[src/rtl/dsc_defs.svh]
// Register indices, opcode fields and reset values of the core semantics block
`ifndef DSC_DEFS_SVH
`define DSC_DEFS_SVH
// Word indices; byte address is four times the index
`define DSC_IX_INSN  6'h00
`define DSC_IX_OPND  6'h01
`define DSC_IX_ST0   6'h02
`define DSC_IX_MODE  6'h03
`define DSC_IX_ACC   6'h04
`define DSC_IX_PROD  6'h05
`define DSC_IX_TREG  6'h06
`define DSC_IX_CORE  6'h07
`define DSC_IX_AR    3'h1
// Status word zero fields
`define DSC_ST_ASEL  15:13
`define DSC_ST_WRAP  12
`define DSC_ST_SAT   11
`define DSC_ST_ONE   10
`define DSC_ST_MASK  9
`define DSC_ST_PAGE  8:0
`define DSC_ST0_RST  16'h0200
// Mode register fields
`define DSC_MD_SGN   0
`define DSC_MD_PSH   2:1
`define DSC_MD_BLK   3
// Opcode fields
`define DSC_OP_CLS   15:12
`define DSC_OP_ARG   11:8
`define DSC_OP_IND   7
`define DSC_OP_MOD   6:4
`define DSC_OP_LDS   3
`define DSC_OP_NSEL  2:0
`define DSC_OP_OFF   6:0
`define DSC_OP_IMM   11:0
`define DSC_OP_CNT   7:0
// Sub codes of the misc class
`define DSC_MISC_REP  4'h0
`define DSC_MISC_REPK 4'h1
`define DSC_MISC_BNZ  4'h2
// Page map
`define DSC_MMR_TOP   7'h05
`define DSC_BLK2_SEL  2'b11
`define DSC_BLK0_PAGE 8'h02
`define DSC_BLK1_PAGE 8'h03
`endif

[src/rtl/dsc_pkg.sv]
// Types shared by the core semantics block
package dsc_pkg;
    typedef enum logic [1:0] {DSC_IDLE = 2'b00, DSC_EXEC = 2'b01} dsc_state_e;
    typedef enum logic [2:0] {RG_NONE, RG_MMR, RG_BLK2, RG_BLK0, RG_BLK1, RG_EXT} dsc_region_e;
    typedef enum logic [3:0] {
        OPC_NOP, OPC_STS0, OPC_STS1, OPC_STAR, OPC_BR, OPC_CALL, OPC_BRACC, OPC_CALACC,
        OPC_STACC, OPC_MUL, OPC_MULK, OPC_TBLWR, OPC_OUT, OPC_IN, OPC_CSUB, OPC_MISC
    } dsc_opc_e;
    typedef struct packed {
        logic [15:0] addr;
        logic [15:0] wdata;
        logic        wr;
        logic        data_sel;
        logic        prog_sel;
        logic        io_sel;
    } dsc_mem_s;
endpackage

[src/rtl/dsc_core.sv]
// Opcode execution core with status, auxiliary and product state behind Wishbone
//
// Design decisions made here: the address map and the Wishbone register port.
`include "dsc_defs.svh"

// Summary of operation
// - Page zero holds only block two and the mapped registers; blocks 0/1 sit on pages 4-7.
// - Sign extend and product shift mode are not reset; software sets them.
// - Status word zero packs select, wrap, saturate, a one, mask and the page.
// - Direct status stores go to page zero as if the page were zero.
// - Storing the selected aux register while modifying it stores the old value.
// - Branches and calls, not the accumulator ones, modify aux registers.
// - Accumulator low store shifts left by zero, one or four.
// - The most negative square gives the correct positive product.
// - Multiplies do not hold off interrupt acceptance.
// - Port opcodes carry a four-bit port address.
// - Table writes raise the program strobe, port writes the port strobe.
// - Conditional subtract takes one cycle, repeats and leaves the accumulator ready.
// - Aux register updates and nonzero tests are full 16-bit.
module dsc_core (
    input  wire logic                 sys_clk,
    input  wire logic                 reset,
    input  wire logic                 wb_cyc,
    input  wire logic                 wb_stb,
    input  wire logic                 wb_we,
    input  wire logic [7:0]           wb_adr,
    input  wire logic [3:0]           wb_sel,
    input  wire logic [31:0]          wb_dat_w,
    output      logic [31:0]          wb_dat_r,
    output      logic                 wb_ack,
    output      dsc_pkg::dsc_mem_s    mem,
    output      dsc_pkg::dsc_region_e mem_region,
    output      logic                 irq_window
);
    // ************************************************
    // State and decode
    // ************************************************
    logic [15:0]          ar [8];
    logic [15:0]          st0, insn, opnd, treg, pc, ret_pc;
    logic [31:0]          acc, prod, rd, sub_op, sub_res;
    logic [32:0]          sub_diff;
    logic                 sign_extend_enable, blk0_prog;
    logic [1:0]           pm;
    logic [7:0]           rpt_cnt, rpt_pend;
    dsc_pkg::dsc_state_e  state;
    dsc_pkg::dsc_opc_e    cls;
    dsc_pkg::dsc_mem_s    next_mem;
    logic [3:0]           arg;
    logic [2:0]           asel, mod, sh;
    logic [5:0]           ix;
    logic                 ind, exec, go, wr, busy, mod_en, mem_op, is_rep;
    logic [15:0]          cur_ar, st0_rd, st1_rd, dir_addr;

    assign cls      = dsc_pkg::dsc_opc_e'(insn[`DSC_OP_CLS]);
    assign arg      = insn[`DSC_OP_ARG];
    assign ind      = insn[`DSC_OP_IND];
    assign mod      = insn[`DSC_OP_MOD];
    assign asel     = st0[`DSC_ST_ASEL];
    assign cur_ar   = ar[asel];
    assign exec     = (state == dsc_pkg::DSC_EXEC);
    assign busy     = (state != dsc_pkg::DSC_IDLE);
    assign st0_rd   = st0 | (16'h1 << `DSC_ST_ONE);
    assign st1_rd   = {12'h0, blk0_prog, pm, sign_extend_enable};
    assign dir_addr = {st0[`DSC_ST_PAGE], insn[`DSC_OP_OFF]};
    assign is_rep   = (cls == dsc_pkg::OPC_MISC) && (arg == `DSC_MISC_REP
                      || arg == `DSC_MISC_REPK);
    // Of the branches and calls, only the accumulator ones skip the modify field in the low bits
    assign mem_op   = (cls == dsc_pkg::OPC_STS0) || (cls == dsc_pkg::OPC_STS1)
                      || (cls == dsc_pkg::OPC_STAR) || (cls == dsc_pkg::OPC_STACC)
                      || (cls == dsc_pkg::OPC_MUL) || (cls == dsc_pkg::OPC_CSUB)
                      || (cls == dsc_pkg::OPC_MISC && arg == `DSC_MISC_REP);
    assign mod_en   = (mem_op && ind) || (cls == dsc_pkg::OPC_BR)
                      || (cls == dsc_pkg::OPC_CALL)
                      || (cls == dsc_pkg::OPC_MISC && arg == `DSC_MISC_BNZ);
    // Codes other than one and four store unshifted
    assign sh       = (arg == 4'h1) ? 3'h1 : (arg == 4'h4) ? 3'h4 : 3'h0;

    // Step of an aux register, wrapping at 16 bits
    function automatic logic [15:0] ar_step(input logic [15:0] v, input logic [2:0] m,
                                            input logic [15:0] x);
        case (m)
            3'h1:    ar_step = v + 16'h1;
            3'h2:    ar_step = v - 16'h1;
            3'h3:    ar_step = v + x;
            3'h4:    ar_step = v - x;
            default: ar_step = v;
        endcase
    endfunction

    // Data page map; block zero leaves data space when it serves program
    function automatic dsc_pkg::dsc_region_e region(input logic [15:0] a, input logic c);
        if (a[15:7] == 9'h0)
            region = (a[6:5] == `DSC_BLK2_SEL) ? dsc_pkg::RG_BLK2 :
                     (a[6:0] <= `DSC_MMR_TOP) ? dsc_pkg::RG_MMR : dsc_pkg::RG_NONE;
        else if (a[15:8] == `DSC_BLK0_PAGE)
            region = c ? dsc_pkg::RG_NONE : dsc_pkg::RG_BLK0;
        else if (a[15:8] == `DSC_BLK1_PAGE)
            region = dsc_pkg::RG_BLK1;
        else if (a[15:9] == 7'h0)
            region = dsc_pkg::RG_NONE;
        else
            region = dsc_pkg::RG_EXT;
    endfunction

    // Byte-lane merge of a 16-bit register
    function automatic logic [15:0] m16(input logic [15:0] o, input logic [15:0] n,
                                        input logic [1:0] s);
        m16 = {s[1] ? n[15:8] : o[15:8], s[0] ? n[7:0] : o[7:0]};
    endfunction

    // ************************************************
    // Wishbone slave
    // ************************************************
    // Every access stalls while an opcode runs, so software never races the core
    assign ix = wb_adr[7:2];
    assign go = wb_cyc && wb_stb && !wb_ack && !busy;
    assign wr = go && wb_we;

    // Read mux; unmapped words read zero
    always_comb
    begin
        rd = 32'h0;
        if (ix[5:3] == `DSC_IX_AR)
            rd = {16'h0, ar[ix[2:0]]};
        else
            case (ix)
                `DSC_IX_INSN: rd = {16'h0, insn};
                `DSC_IX_OPND: rd = {16'h0, opnd};
                `DSC_IX_ST0:  rd = {16'h0, st0_rd};
                `DSC_IX_MODE: rd = {16'h0, st1_rd};
                `DSC_IX_ACC:  rd = acc;
                `DSC_IX_PROD: rd = prod;
                `DSC_IX_TREG: rd = {16'h0, treg};
                `DSC_IX_CORE: rd = {ret_pc, rpt_cnt, pc[7:0]};
                default:      rd = 32'h0;
            endcase
    end

    // Ack one cycle after the request, with read data registered beside it
    always_ff @(posedge sys_clk or posedge reset)
        if (reset)
        begin
            wb_ack   <= 1'b0;
            wb_dat_r <= 32'h0;
        end
        else
        begin
            wb_ack   <= go;
            wb_dat_r <= (go && !wb_we) ? rd : 32'h0;
        end

    // ************************************************
    // Software registers
    // ************************************************
    // Opcode, operand, multiplicand and block configuration
    always_ff @(posedge sys_clk or posedge reset)
        if (reset)
        begin
            insn      <= 16'h0;
            opnd      <= 16'h0;
            treg      <= 16'h0;
            blk0_prog <= 1'b0;
        end
        else if (wr)
        begin
            if (ix == `DSC_IX_INSN)
                insn <= m16(insn, wb_dat_w[15:0], wb_sel[1:0]);
            if (ix == `DSC_IX_OPND)
                opnd <= m16(opnd, wb_dat_w[15:0], wb_sel[1:0]);
            if (ix == `DSC_IX_TREG)
                treg <= m16(treg, wb_dat_w[15:0], wb_sel[1:0]);
            if (ix == `DSC_IX_MODE && wb_sel[0])
                blk0_prog <= wb_dat_w[`DSC_MD_BLK];
        end

    // Sign extend and shift mode bits deliberately lack a reset and power up unknown
    always_ff @(posedge sys_clk)
        if (wr && ix == `DSC_IX_MODE && wb_sel[0])
        begin
            sign_extend_enable <= wb_dat_w[`DSC_MD_SGN];
            pm  <= wb_dat_w[`DSC_MD_PSH];
        end

    // Status word zero: software write, select reload by opcodes
    always_ff @(posedge sys_clk or posedge reset)
        if (reset)
            st0 <= `DSC_ST0_RST;
        else if (wr && ix == `DSC_IX_ST0)
            st0 <= m16(st0, wb_dat_w[15:0], wb_sel[1:0]);
        else if (exec && mod_en && insn[`DSC_OP_LDS])
            st0[`DSC_ST_ASEL] <= insn[`DSC_OP_NSEL];

    // Aux registers
    always_ff @(posedge sys_clk or posedge reset)
        if (reset)
        begin
            for (int i = 0; i < 8; i++)
                ar[i] <= 16'h0;
        end
        else if (wr && ix[5:3] == `DSC_IX_AR)
            ar[ix[2:0]] <= m16(ar[ix[2:0]], wb_dat_w[15:0], wb_sel[1:0]);
        else if (exec && mod_en)
            ar[asel] <= ar_step(cur_ar, mod, ar[0]);

    // ************************************************
    // Arithmetic
    // ************************************************
    // Subtract-and-shift step, finished within the cycle
    assign sub_op   = {sign_extend_enable ? opnd[15] : 1'b0, opnd, 15'h0};
    assign sub_diff = {acc[31], acc} - {sub_op[31], sub_op};
    assign sub_res  = sub_diff[32] ? {acc[30:0], 1'b0} : {sub_diff[30:0], 1'b1};

    // Accumulator
    always_ff @(posedge sys_clk or posedge reset)
        if (reset)
            acc <= 32'h0;
        else if (wr && ix == `DSC_IX_ACC)
            acc <= {m16(acc[31:16], wb_dat_w[31:16], wb_sel[3:2]),
                    m16(acc[15:0], wb_dat_w[15:0], wb_sel[1:0])};
        else if (exec && cls == dsc_pkg::OPC_CSUB)
            acc <= sub_res;

    // Product; full 32-bit signed result holds the square of the most negative value
    always_ff @(posedge sys_clk or posedge reset)
        if (reset)
            prod <= 32'h0;
        else if (wr && ix == `DSC_IX_PROD)
            prod <= {m16(prod[31:16], wb_dat_w[31:16], wb_sel[3:2]),
                     m16(prod[15:0], wb_dat_w[15:0], wb_sel[1:0])};
        else if (exec && cls == dsc_pkg::OPC_MUL)
            prod <= $signed({{16{treg[15]}}, treg})                     // Widen before multiply
                    * $signed({{16{opnd[15]}}, opnd});
        else if (exec && cls == dsc_pkg::OPC_MULK)
            prod <= $signed({{16{treg[15]}}, treg})
                    * $signed({{20{insn[11]}}, insn[`DSC_OP_IMM]});

    // Program counter and return address
    always_ff @(posedge sys_clk or posedge reset)
        if (reset)
        begin
            pc     <= 16'h0;
            ret_pc <= 16'h0;
        end
        else if (exec)
            case (cls)
                dsc_pkg::OPC_BR:     pc <= opnd;
                dsc_pkg::OPC_BRACC:  pc <= acc[15:0];
                dsc_pkg::OPC_CALL:
                begin
                    ret_pc <= pc + 16'h1;
                    pc     <= opnd;
                end
                dsc_pkg::OPC_CALACC:
                begin
                    ret_pc <= pc + 16'h1;
                    pc     <= acc[15:0];
                end
                dsc_pkg::OPC_MISC:
                    if (arg == `DSC_MISC_BNZ && cur_ar != 16'h0)
                        pc <= opnd;
                    else
                        pc <= pc + 16'h1;
                default:             pc <= pc + 16'h1;
            endcase

    // ************************************************
    // Sequencer
    // ************************************************
    // One opcode per cycle; a pending repeat count reruns the next opcode
    always_ff @(posedge sys_clk or posedge reset)
        if (reset)
        begin
            state    <= dsc_pkg::DSC_IDLE;
            rpt_cnt  <= 8'h0;
            rpt_pend <= 8'h0;
        end
        else
            unique case (state)
                dsc_pkg::DSC_IDLE:
                    if (wr && ix == `DSC_IX_INSN)
                    begin
                        state    <= dsc_pkg::DSC_EXEC;
                        rpt_cnt  <= rpt_pend;
                        rpt_pend <= 8'h0;
                    end
                dsc_pkg::DSC_EXEC:
                begin
                    if (rpt_cnt == 8'h0)
                        state <= dsc_pkg::DSC_IDLE;
                    else
                        rpt_cnt <= rpt_cnt - 8'h1;
                    if (cls == dsc_pkg::OPC_MISC && arg == `DSC_MISC_REP)
                        rpt_pend <= opnd[7:0];
                    else if (cls == dsc_pkg::OPC_MISC && arg == `DSC_MISC_REPK)
                        rpt_pend <= insn[`DSC_OP_CNT];
                end
                default: state <= dsc_pkg::DSC_IDLE;
            endcase

    // Besides the mask bit, only repeats shut the window; multiplies are left open on purpose
    always_ff @(posedge sys_clk or posedge reset)
        if (reset)
            irq_window <= 1'b0;
        else
            irq_window <= !st0[`DSC_ST_MASK]
                          && !(exec && (rpt_cnt != 8'h0 || is_rep));

    // ************************************************
    // Memory and port strobes
    // ************************************************
    always_comb
    begin
        next_mem = '0;
        if (exec)
        begin
            next_mem.addr = ind ? cur_ar : dir_addr;
            case (cls)
                dsc_pkg::OPC_STS0, dsc_pkg::OPC_STS1:
                begin
                    next_mem.addr     = ind ? cur_ar : {9'h0, insn[`DSC_OP_OFF]};
                    next_mem.wdata    = (cls == dsc_pkg::OPC_STS0) ? st0_rd : st1_rd;
                    next_mem.wr       = 1'b1;
                    next_mem.data_sel = 1'b1;
                end
                dsc_pkg::OPC_STAR:
                begin
                    next_mem.wdata    = ar[arg[2:0]];
                    next_mem.wr       = 1'b1;
                    next_mem.data_sel = 1'b1;
                end
                dsc_pkg::OPC_STACC:
                begin
                    next_mem.wdata    = acc[15:0] << sh;
                    next_mem.wr       = 1'b1;
                    next_mem.data_sel = 1'b1;
                end
                dsc_pkg::OPC_MUL, dsc_pkg::OPC_CSUB:
                    next_mem.data_sel = 1'b1;
                dsc_pkg::OPC_TBLWR:
                begin
                    next_mem.addr     = acc[15:0];
                    next_mem.wdata    = opnd;
                    next_mem.wr       = 1'b1;
                    next_mem.prog_sel = 1'b1;
                end
                dsc_pkg::OPC_OUT, dsc_pkg::OPC_IN:
                begin
                    next_mem.addr     = {12'h0, arg};
                    next_mem.wdata    = opnd;
                    next_mem.wr       = (cls == dsc_pkg::OPC_OUT);
                    next_mem.io_sel   = 1'b1;
                end
                dsc_pkg::OPC_MISC:
                    next_mem.data_sel = (arg == `DSC_MISC_REP);
                default:
                    next_mem.addr = 16'h0;
            endcase
        end
    end

    always_ff @(posedge sys_clk or posedge reset)
        if (reset)
        begin
            mem        <= '0;
            mem_region <= dsc_pkg::RG_NONE;
        end
        else
        begin
            mem        <= next_mem;
            mem_region <= next_mem.data_sel ? region(next_mem.addr, blk0_prog)
                                            : dsc_pkg::RG_NONE;
        end
endmodule

[config.mk]
export PLATFORM = sky130hd
export DESIGN_NAME = dsc_core
export DESIGN_NICKNAME = d
export VERILOG_FILES = /design/src/rtl/dsc_pkg.sv /design/src/rtl/dsc_core.sv
export VERILOG_INCLUDE_DIRS = /design/src /design/src/rtl
export SDC_FILE = /design/constraint.sdc
export NUM_CORES = 2
export LEC_CHECK = 0
export ABC_AREA = 1
export BUFFER_PORTS_ARGS = -buffer_cell sky130_fd_sc_hd__buf_2
export CAP_MARGIN = 20
export CELL_PAD_IN_SITES_DETAIL_PLACEMENT = 1
export CELL_PAD_IN_SITES_GLOBAL_PLACEMENT = 2
export CORE_UTILIZATION = 25
export CTS_CLUSTER_DIAMETER = 40
export DETAILED_ROUTE_END_ITERATION = 8
export PLACE_DENSITY = 0.64
export SYNTH_ARGS = -nofsm -noshare
export SYNTH_HDL_FRONTEND = slang
export SYNTH_SLANG_ARGS = --single-unit
[constraint.sdc]
create_clock -name sys_clk -period 21.9 [get_ports sys_clk]
set_input_delay 5.475 -clock sys_clk [delete_from_list [all_inputs] [get_ports sys_clk]]
set_output_delay 5.475 -clock sys_clk [all_outputs]
set_load 0.01 [all_outputs]
# == Word level (Yosys, flattened, before mapping) ==
# Cells that the tools add are included.
# Widths: inputs -> output; s select.
# op_classes
addsub,7
mul,2
div,0
n_lt_le_gt_ge,6
eq_ne,47
shift,1
n_mux,70
bitwise,3
reduce_logical,87
# ops
operator,n
$bwmux 128,2
$mux 128,2
$mux 32,8
$pmux 32 s8,1
$mux 16,14
$bmux 16 s3,3
$pmux 16 s4,2
$demux 16 s3,2
$mux 8,12
$pmux 17 s5,1
$pmux 16 s3,1
$mux 36,1
$sub 32x32->33,1
$add 16x1->16 const B,2
$eq 4x4->1 const B,8
$mul 16x16->32,1
$pmux 8 s2,2
$logic_and 1x1->1,28
$mul 16x12->28,1
$reduce_and 2->1,14
$mux 3,9
$eq 6x3->1 const B,4
$reduce_and 3->1,8
$ne 2x2->1 const B,11
41 further kinds,85
# word_totals
regBits,383
latchBits,0
ramBits,0
mem_bits_ro,0
out_inout_bits,73
wordCells,266
mem_count,0

# == Logic depth before layout (Yosys ltp) ==
# depth
depth_word,17
ltp_mapped,29

# == Least setup slack after synthesis ==
# OpenSTA, ideal clock, no wires.
# synth_path
path_kind,input to register
from,input port wb_adr[7]
to,register ar[46] (netlist name)
setup_time_ps,124
arrival_ps,7023
t_required_ps,21776
path_slack_ps,14753
stages,13
n_path_buf,3
path_cell_list,nor2_2 -> inv_2 -> nor2_4 -> inv_2 -> nor2_8 -> buf_4 -> nand2_1 -> nand2_1 -> nand2_2 -> buf_4 -> buf_6 -> a21oi_1 -> a21oi_1
# synth_via
elab_chain_cells,3
word_cells_on_any_way,4
cone_classes,1 x eq/ne; 1 x mux; 2 x reduce/logical
# synth_rtl
element,line,source
from (decl),dsc_core.sv:26,"input wire logic [7:0] wb_adr,"
$eq 3x1->1 (no line) (*),n/a,
$logic_and 1x1->1 (no line) (*),n/a,
$mux 128 / $reduce_bool 2->1 (equally long branches),n/a,
"to (signal, indexed assignment)",dsc_core.sv:201,"ar[ix[2:0]] <= m16(ar[ix[2:0]], wb_dat_w[15:0], wb_sel[1:0]);"
"to (signal, indexed assignment)",dsc_core.sv:203,"ar[asel] <= ar_step(cur_ar, mod, ar[0]);"
to (decl),dsc_core.sv:38,logic [15:0] ar [8];
# Every way passes the cells marked *; elsewhere a longest branch is shown, timed or not.
# A chain may end at the register's enable or synchronous reset.

# == Worst setup path after layout ==
# layout_path
from,input port wb_adr[7]
to,register ar[7] (netlist name)
# The elaborated chain is that of the path after synthesis.

==> flow_metrics.tcl <==
set metrics [dict create \
    rrSetupSlack_ns 14.58 \
    ys.flop_type "dfrtp_1" \
    dr.pass1.iters 5 \
    cp_num_buf_inv 4 \
    period_share_pct 39.6 \
    rr_endpoint "prod[23]$_DFFE_PP0P_" \
    antenna_left 0 \
    synth_edf_count 3 \
    cpLargestDelayFamily "simple AND/OR/NAND/NOR gates" \
    max_stage_delay_ns 0.59 \
    io_buffer_count 119 \
    fmax_mhz 115 \
    hold_path.class "flip-flop to flip-flop" \
    crit_fanout 20 \
    die_h_um 415 \
    critical-path-slowest-cell "inv_1" \
    path_class "input port to flip-flop" \
    setup_ws_ns 13.22 \
    fin_crit_ns 8.68 \
    fin_setup_tns_ns 0 \
    yosysSeqAreaShare_pct 22.4 \
    drive_gt1_share_pct 7.03 \
    synth.area.top_cells "dfrtp_1, fa_1, nand2_1, inv_1, o21ai_0" \
    n_fill_cell 20700 \
    synth_top_area_cell "dfrtp_1" \
    setup_viol 0 \
    reg2reg_from "opnd[3]$_DFFE_PP0P_" \
    grt_max_degree 145 \
    grt_usage_pct 23.5 \
    die_x_um 415 \
    hold_buffers 0 \
    core_mm2 0.169 \
    synth_async_sr_flop_share_pct 99.2 \
    rsz0062_at_grt "no" \
    finalNetCount 6597 \
    avgRoutedWirePerCell_um 24.7 \
    syn2layout_area_growth_pct 13.1 \
    cts.sinks 381 \
    route.detailed.drc 0 \
    clock_path_buffers 3 \
    vias 41400 \
    startpoint_type "input port" \
    numCtsBuffers 73 \
    io_pins 122 \
    cp.arrival_ns 9.20 \
    vdd_drop_max_mv 0.0513 \
    slew_violations 0 \
    hpwlAfterDp_mm 156 \
    r2r_cells 20 \
    ys_ff_latch 381 \
    worst_pin_slew_ns 1.21 \
    drt_iter0_markers 3148 \
    power_density_mw_per_mm2 46.7 \
    start_util_pct 25.2 \
    worstSetupEndpointType "flip-flop" \
    cts_root_buffer "clkbuf_16" \
    netlist_instances 5910 \
    status "finished clean" \
    cts_resized 0 \
    gp_congestion 0.968 \
    num_rows 151 \
    clkTransAtPathRegs_ns 0.06 \
    ys_warn_count 0 \
    cp_cell_sequence "buf_2 -> nor2_2 -> inv_2 -> nor2_4 -> inv_2 -> nor2_8 -> nand2_1 -> nand2_1 -> nand2_2 -> inv_1 -> o21ai_0 -> nor2_1 -> a21oi_1" \
    required_ns 22.42 \
    grt_pass1_vias 43600 \
    cts_htree_levels 3 \
    slew_headroom_pct 18.6 \
    fin_skew_ns 0.0379 \
    antenna_found_initial 6 \
    overflow 0 \
    clk_latency_ns 0.68 \
    dieArea_mm2 0.173 \
    cts_tree "yes" \
    worstHoldStart "st0[6]$_DFFE_PP0P_" \
    vias_per_cell 5.05 \
    preCtsSetupSlack_ns 12.55 \
    whs_path_depth 2 \
    drt_wl_total_mm 203 \
    netlist.area_leader.share_pct 22.1 \
    max_cap_violations 0 \
    grt_pass1_wl_mm 301 \
    hold_violations 0 \
    post_cts_buffers 0 \
    synth_fp_nets 6578 \
    synth.avg_cell_area_um2 7.23 \
    p_leak_uw 0.0247 \
    hold_end "st0[6]$_DFFE_PP0P_" \
    synth_cell_type_count 64 \
    syn_area_mm2 0.0427 \
]
-- through the flow --
stage                     cell area [µm²]  cells  power (µW)  hold slack (ns)  utilization [%]
after global placement              45700   8068        1030            0.467             26.9
after floorplan                     42700   5910         895            0.449                -
after detailed placement            45700   8069        1030            0.473             26.9
after global routing                48300   8206        2330            0.512             28.5
after CTS                           48300   8202        2280            0.488             28.5
final                               48300   8208        2260            0.485             28.5
-- cell type report --
class / count / area [µm²] / share of cell area, %
Multi-Input combinational cell: 4075 / 27600 / 57.0
Sequential cell: 381 / 9550 / 19.8
Inverter: 1177 / 4430 / 9.16
Tap cell: 2218 / 2780 / 5.74
Clock buffer: 83 / 1940 / 4.01
Timing Repair Buffer: 221 / 1370 / 2.84
Clock inverter: 50 / 696 / 1.44
Antenna cell: 3 / 7.51 / 0.0155
-- cell families after synthesis --
kind of cell | Yosys count | synth area share [%]
buffers and inverters | 1454 | 13.2
AOI/OAI and AO/OA | 1227 | 16.9
adders and majority gates | 619 | 25.9
and+or+nand+nor | 2170 | 20.4
xor gates and xnor gates | 59 | 1.21
DFF | 381 | 22.4
-- synth_stat cells (all sizes together) (5+ instances only) --
| cell type | count |
|---|---|
| a211oi | 10 |
| a21o | 12 |
| a21oi | 333 |
| a221o | 6 |
| a221oi | 55 |
| a22oi | 57 |
| a31oi | 37 |
| a41oi | 5 |
| buf | 114 |
| clkbuf | 163 |
| clkinv | 19 |
| dfrtp | 377 |
| fa | 442 |
| ha | 177 |
| inv | 1158 |
| nand2 | 1546 |
| nand3 | 231 |
| nand4 | 24 |
| nor2 | 318 |
| nor3 | 31 |
| nor4 | 10 |
| o2111ai | 6 |
| o211ai | 61 |
| o21a | 7 |
| o21ai | 475 |
| o21bai | 12 |
| o221ai | 34 |
| o22ai | 95 |
| o41ai | 5 |
| xnor2 | 22 |
| xor2 | 37 |
-- sequential cells by signal, summed over array words and instances, names as in the netlist, 32 cells and up --
name and flops:
wb_dat_r 32, acc 32, ar 128, prod 32, mem 36
-- how the worst max path moves through the flow --
stage          startpoint                  to  slack [ns]  cells past startpoint
2_1_floorplan       reset  acc[0]$_DFFE_PP0P_        5.93                      1
3_3_place_gp    wb_adr[7]   ar[7]$_DFFE_PP0P_       12.66                     13
3_5_place_dp    wb_adr[7]   ar[7]$_DFFE_PP0P_       12.55                     13
4_1_cts         wb_adr[7]   ar[7]$_DFFE_PP0P_       13.28                     13
5_1_grt         wb_adr[7]   ar[7]$_DFFE_PP0P_       13.04                     13
6_report        wb_adr[7]   ar[7]$_DFFE_PP0P_       13.22                     13
-- layer usage --
| layer | track usage, % | wire, µm | vias up |
|---|---|---|---|
| met1 | 31.8 | 91600 | 21200 |
| met5 | 0 | 0 | - |
| met3 | 2.76 | 9940 | 309 |
| met4 | 9.91 | 8790 | 0 |
| met2 | 37.7 | 92200 | 1162 |
| li1 | - | - | 18700 |
-- report_power, final --
part	total, µW	switching, µW	internal [µW]
Sequential	735	18.4	717
Clock	1240	471	764
Combinational	287	222	65.3
-- worst reg2reg max path, delay by kind of cell (launching register included) --
family                   cells  cell delay [ns]
AO/OA/AOI/OAI                7             1.79
adder cells (fa/ha/maj)      7             3.77
buffers and inverters        4             0.60
flip-flops                   1             0.69
AND/OR/NAND/NOR              2             0.28
-- cell usage in the layout (no fill, tap or decap), types with 7 or more instances in the layout --
| cell | n |
|---|---|
| xnor2_1 | 22 |
| nand4_1 | 24 |
| nand2_1 | 1534 |
| clkinv_1 | 17 |
| nand3_1 | 229 |
| inv_2 | 22 |
| ha_1 | 177 |
| a22oi_1 | 56 |
| o21bai_1 | 12 |
| clkinv_4 | 7 |
| o22ai_1 | 95 |
| nor3_1 | 30 |
| buf_2 | 119 |
| o221ai_1 | 34 |
| o211ai_1 | 61 |
| nor4_1 | 10 |
| inv_6 | 13 |
| o21ai_0 | 451 |
| inv_1 | 1135 |
| a31oi_1 | 37 |
| a21o_1 | 12 |
| a21oi_1 | 332 |
| bufinv_16 | 9 |
| xor2_1 | 37 |
| nand2_2 | 7 |
| dfrtp_1 | 375 |
| o21ai_1 | 20 |
| buf_4 | 101 |
| a221oi_1 | 55 |
| a211oi_1 | 10 |
| clkinv_8 | 7 |
| nor2_2 | 13 |
| clkbuf_16 | 74 |
| inv_8 | 8 |
| o21a_1 | 7 |
| nor2_1 | 300 |
| fa_1 | 442 |
Power figures use the tool's default switching activity.
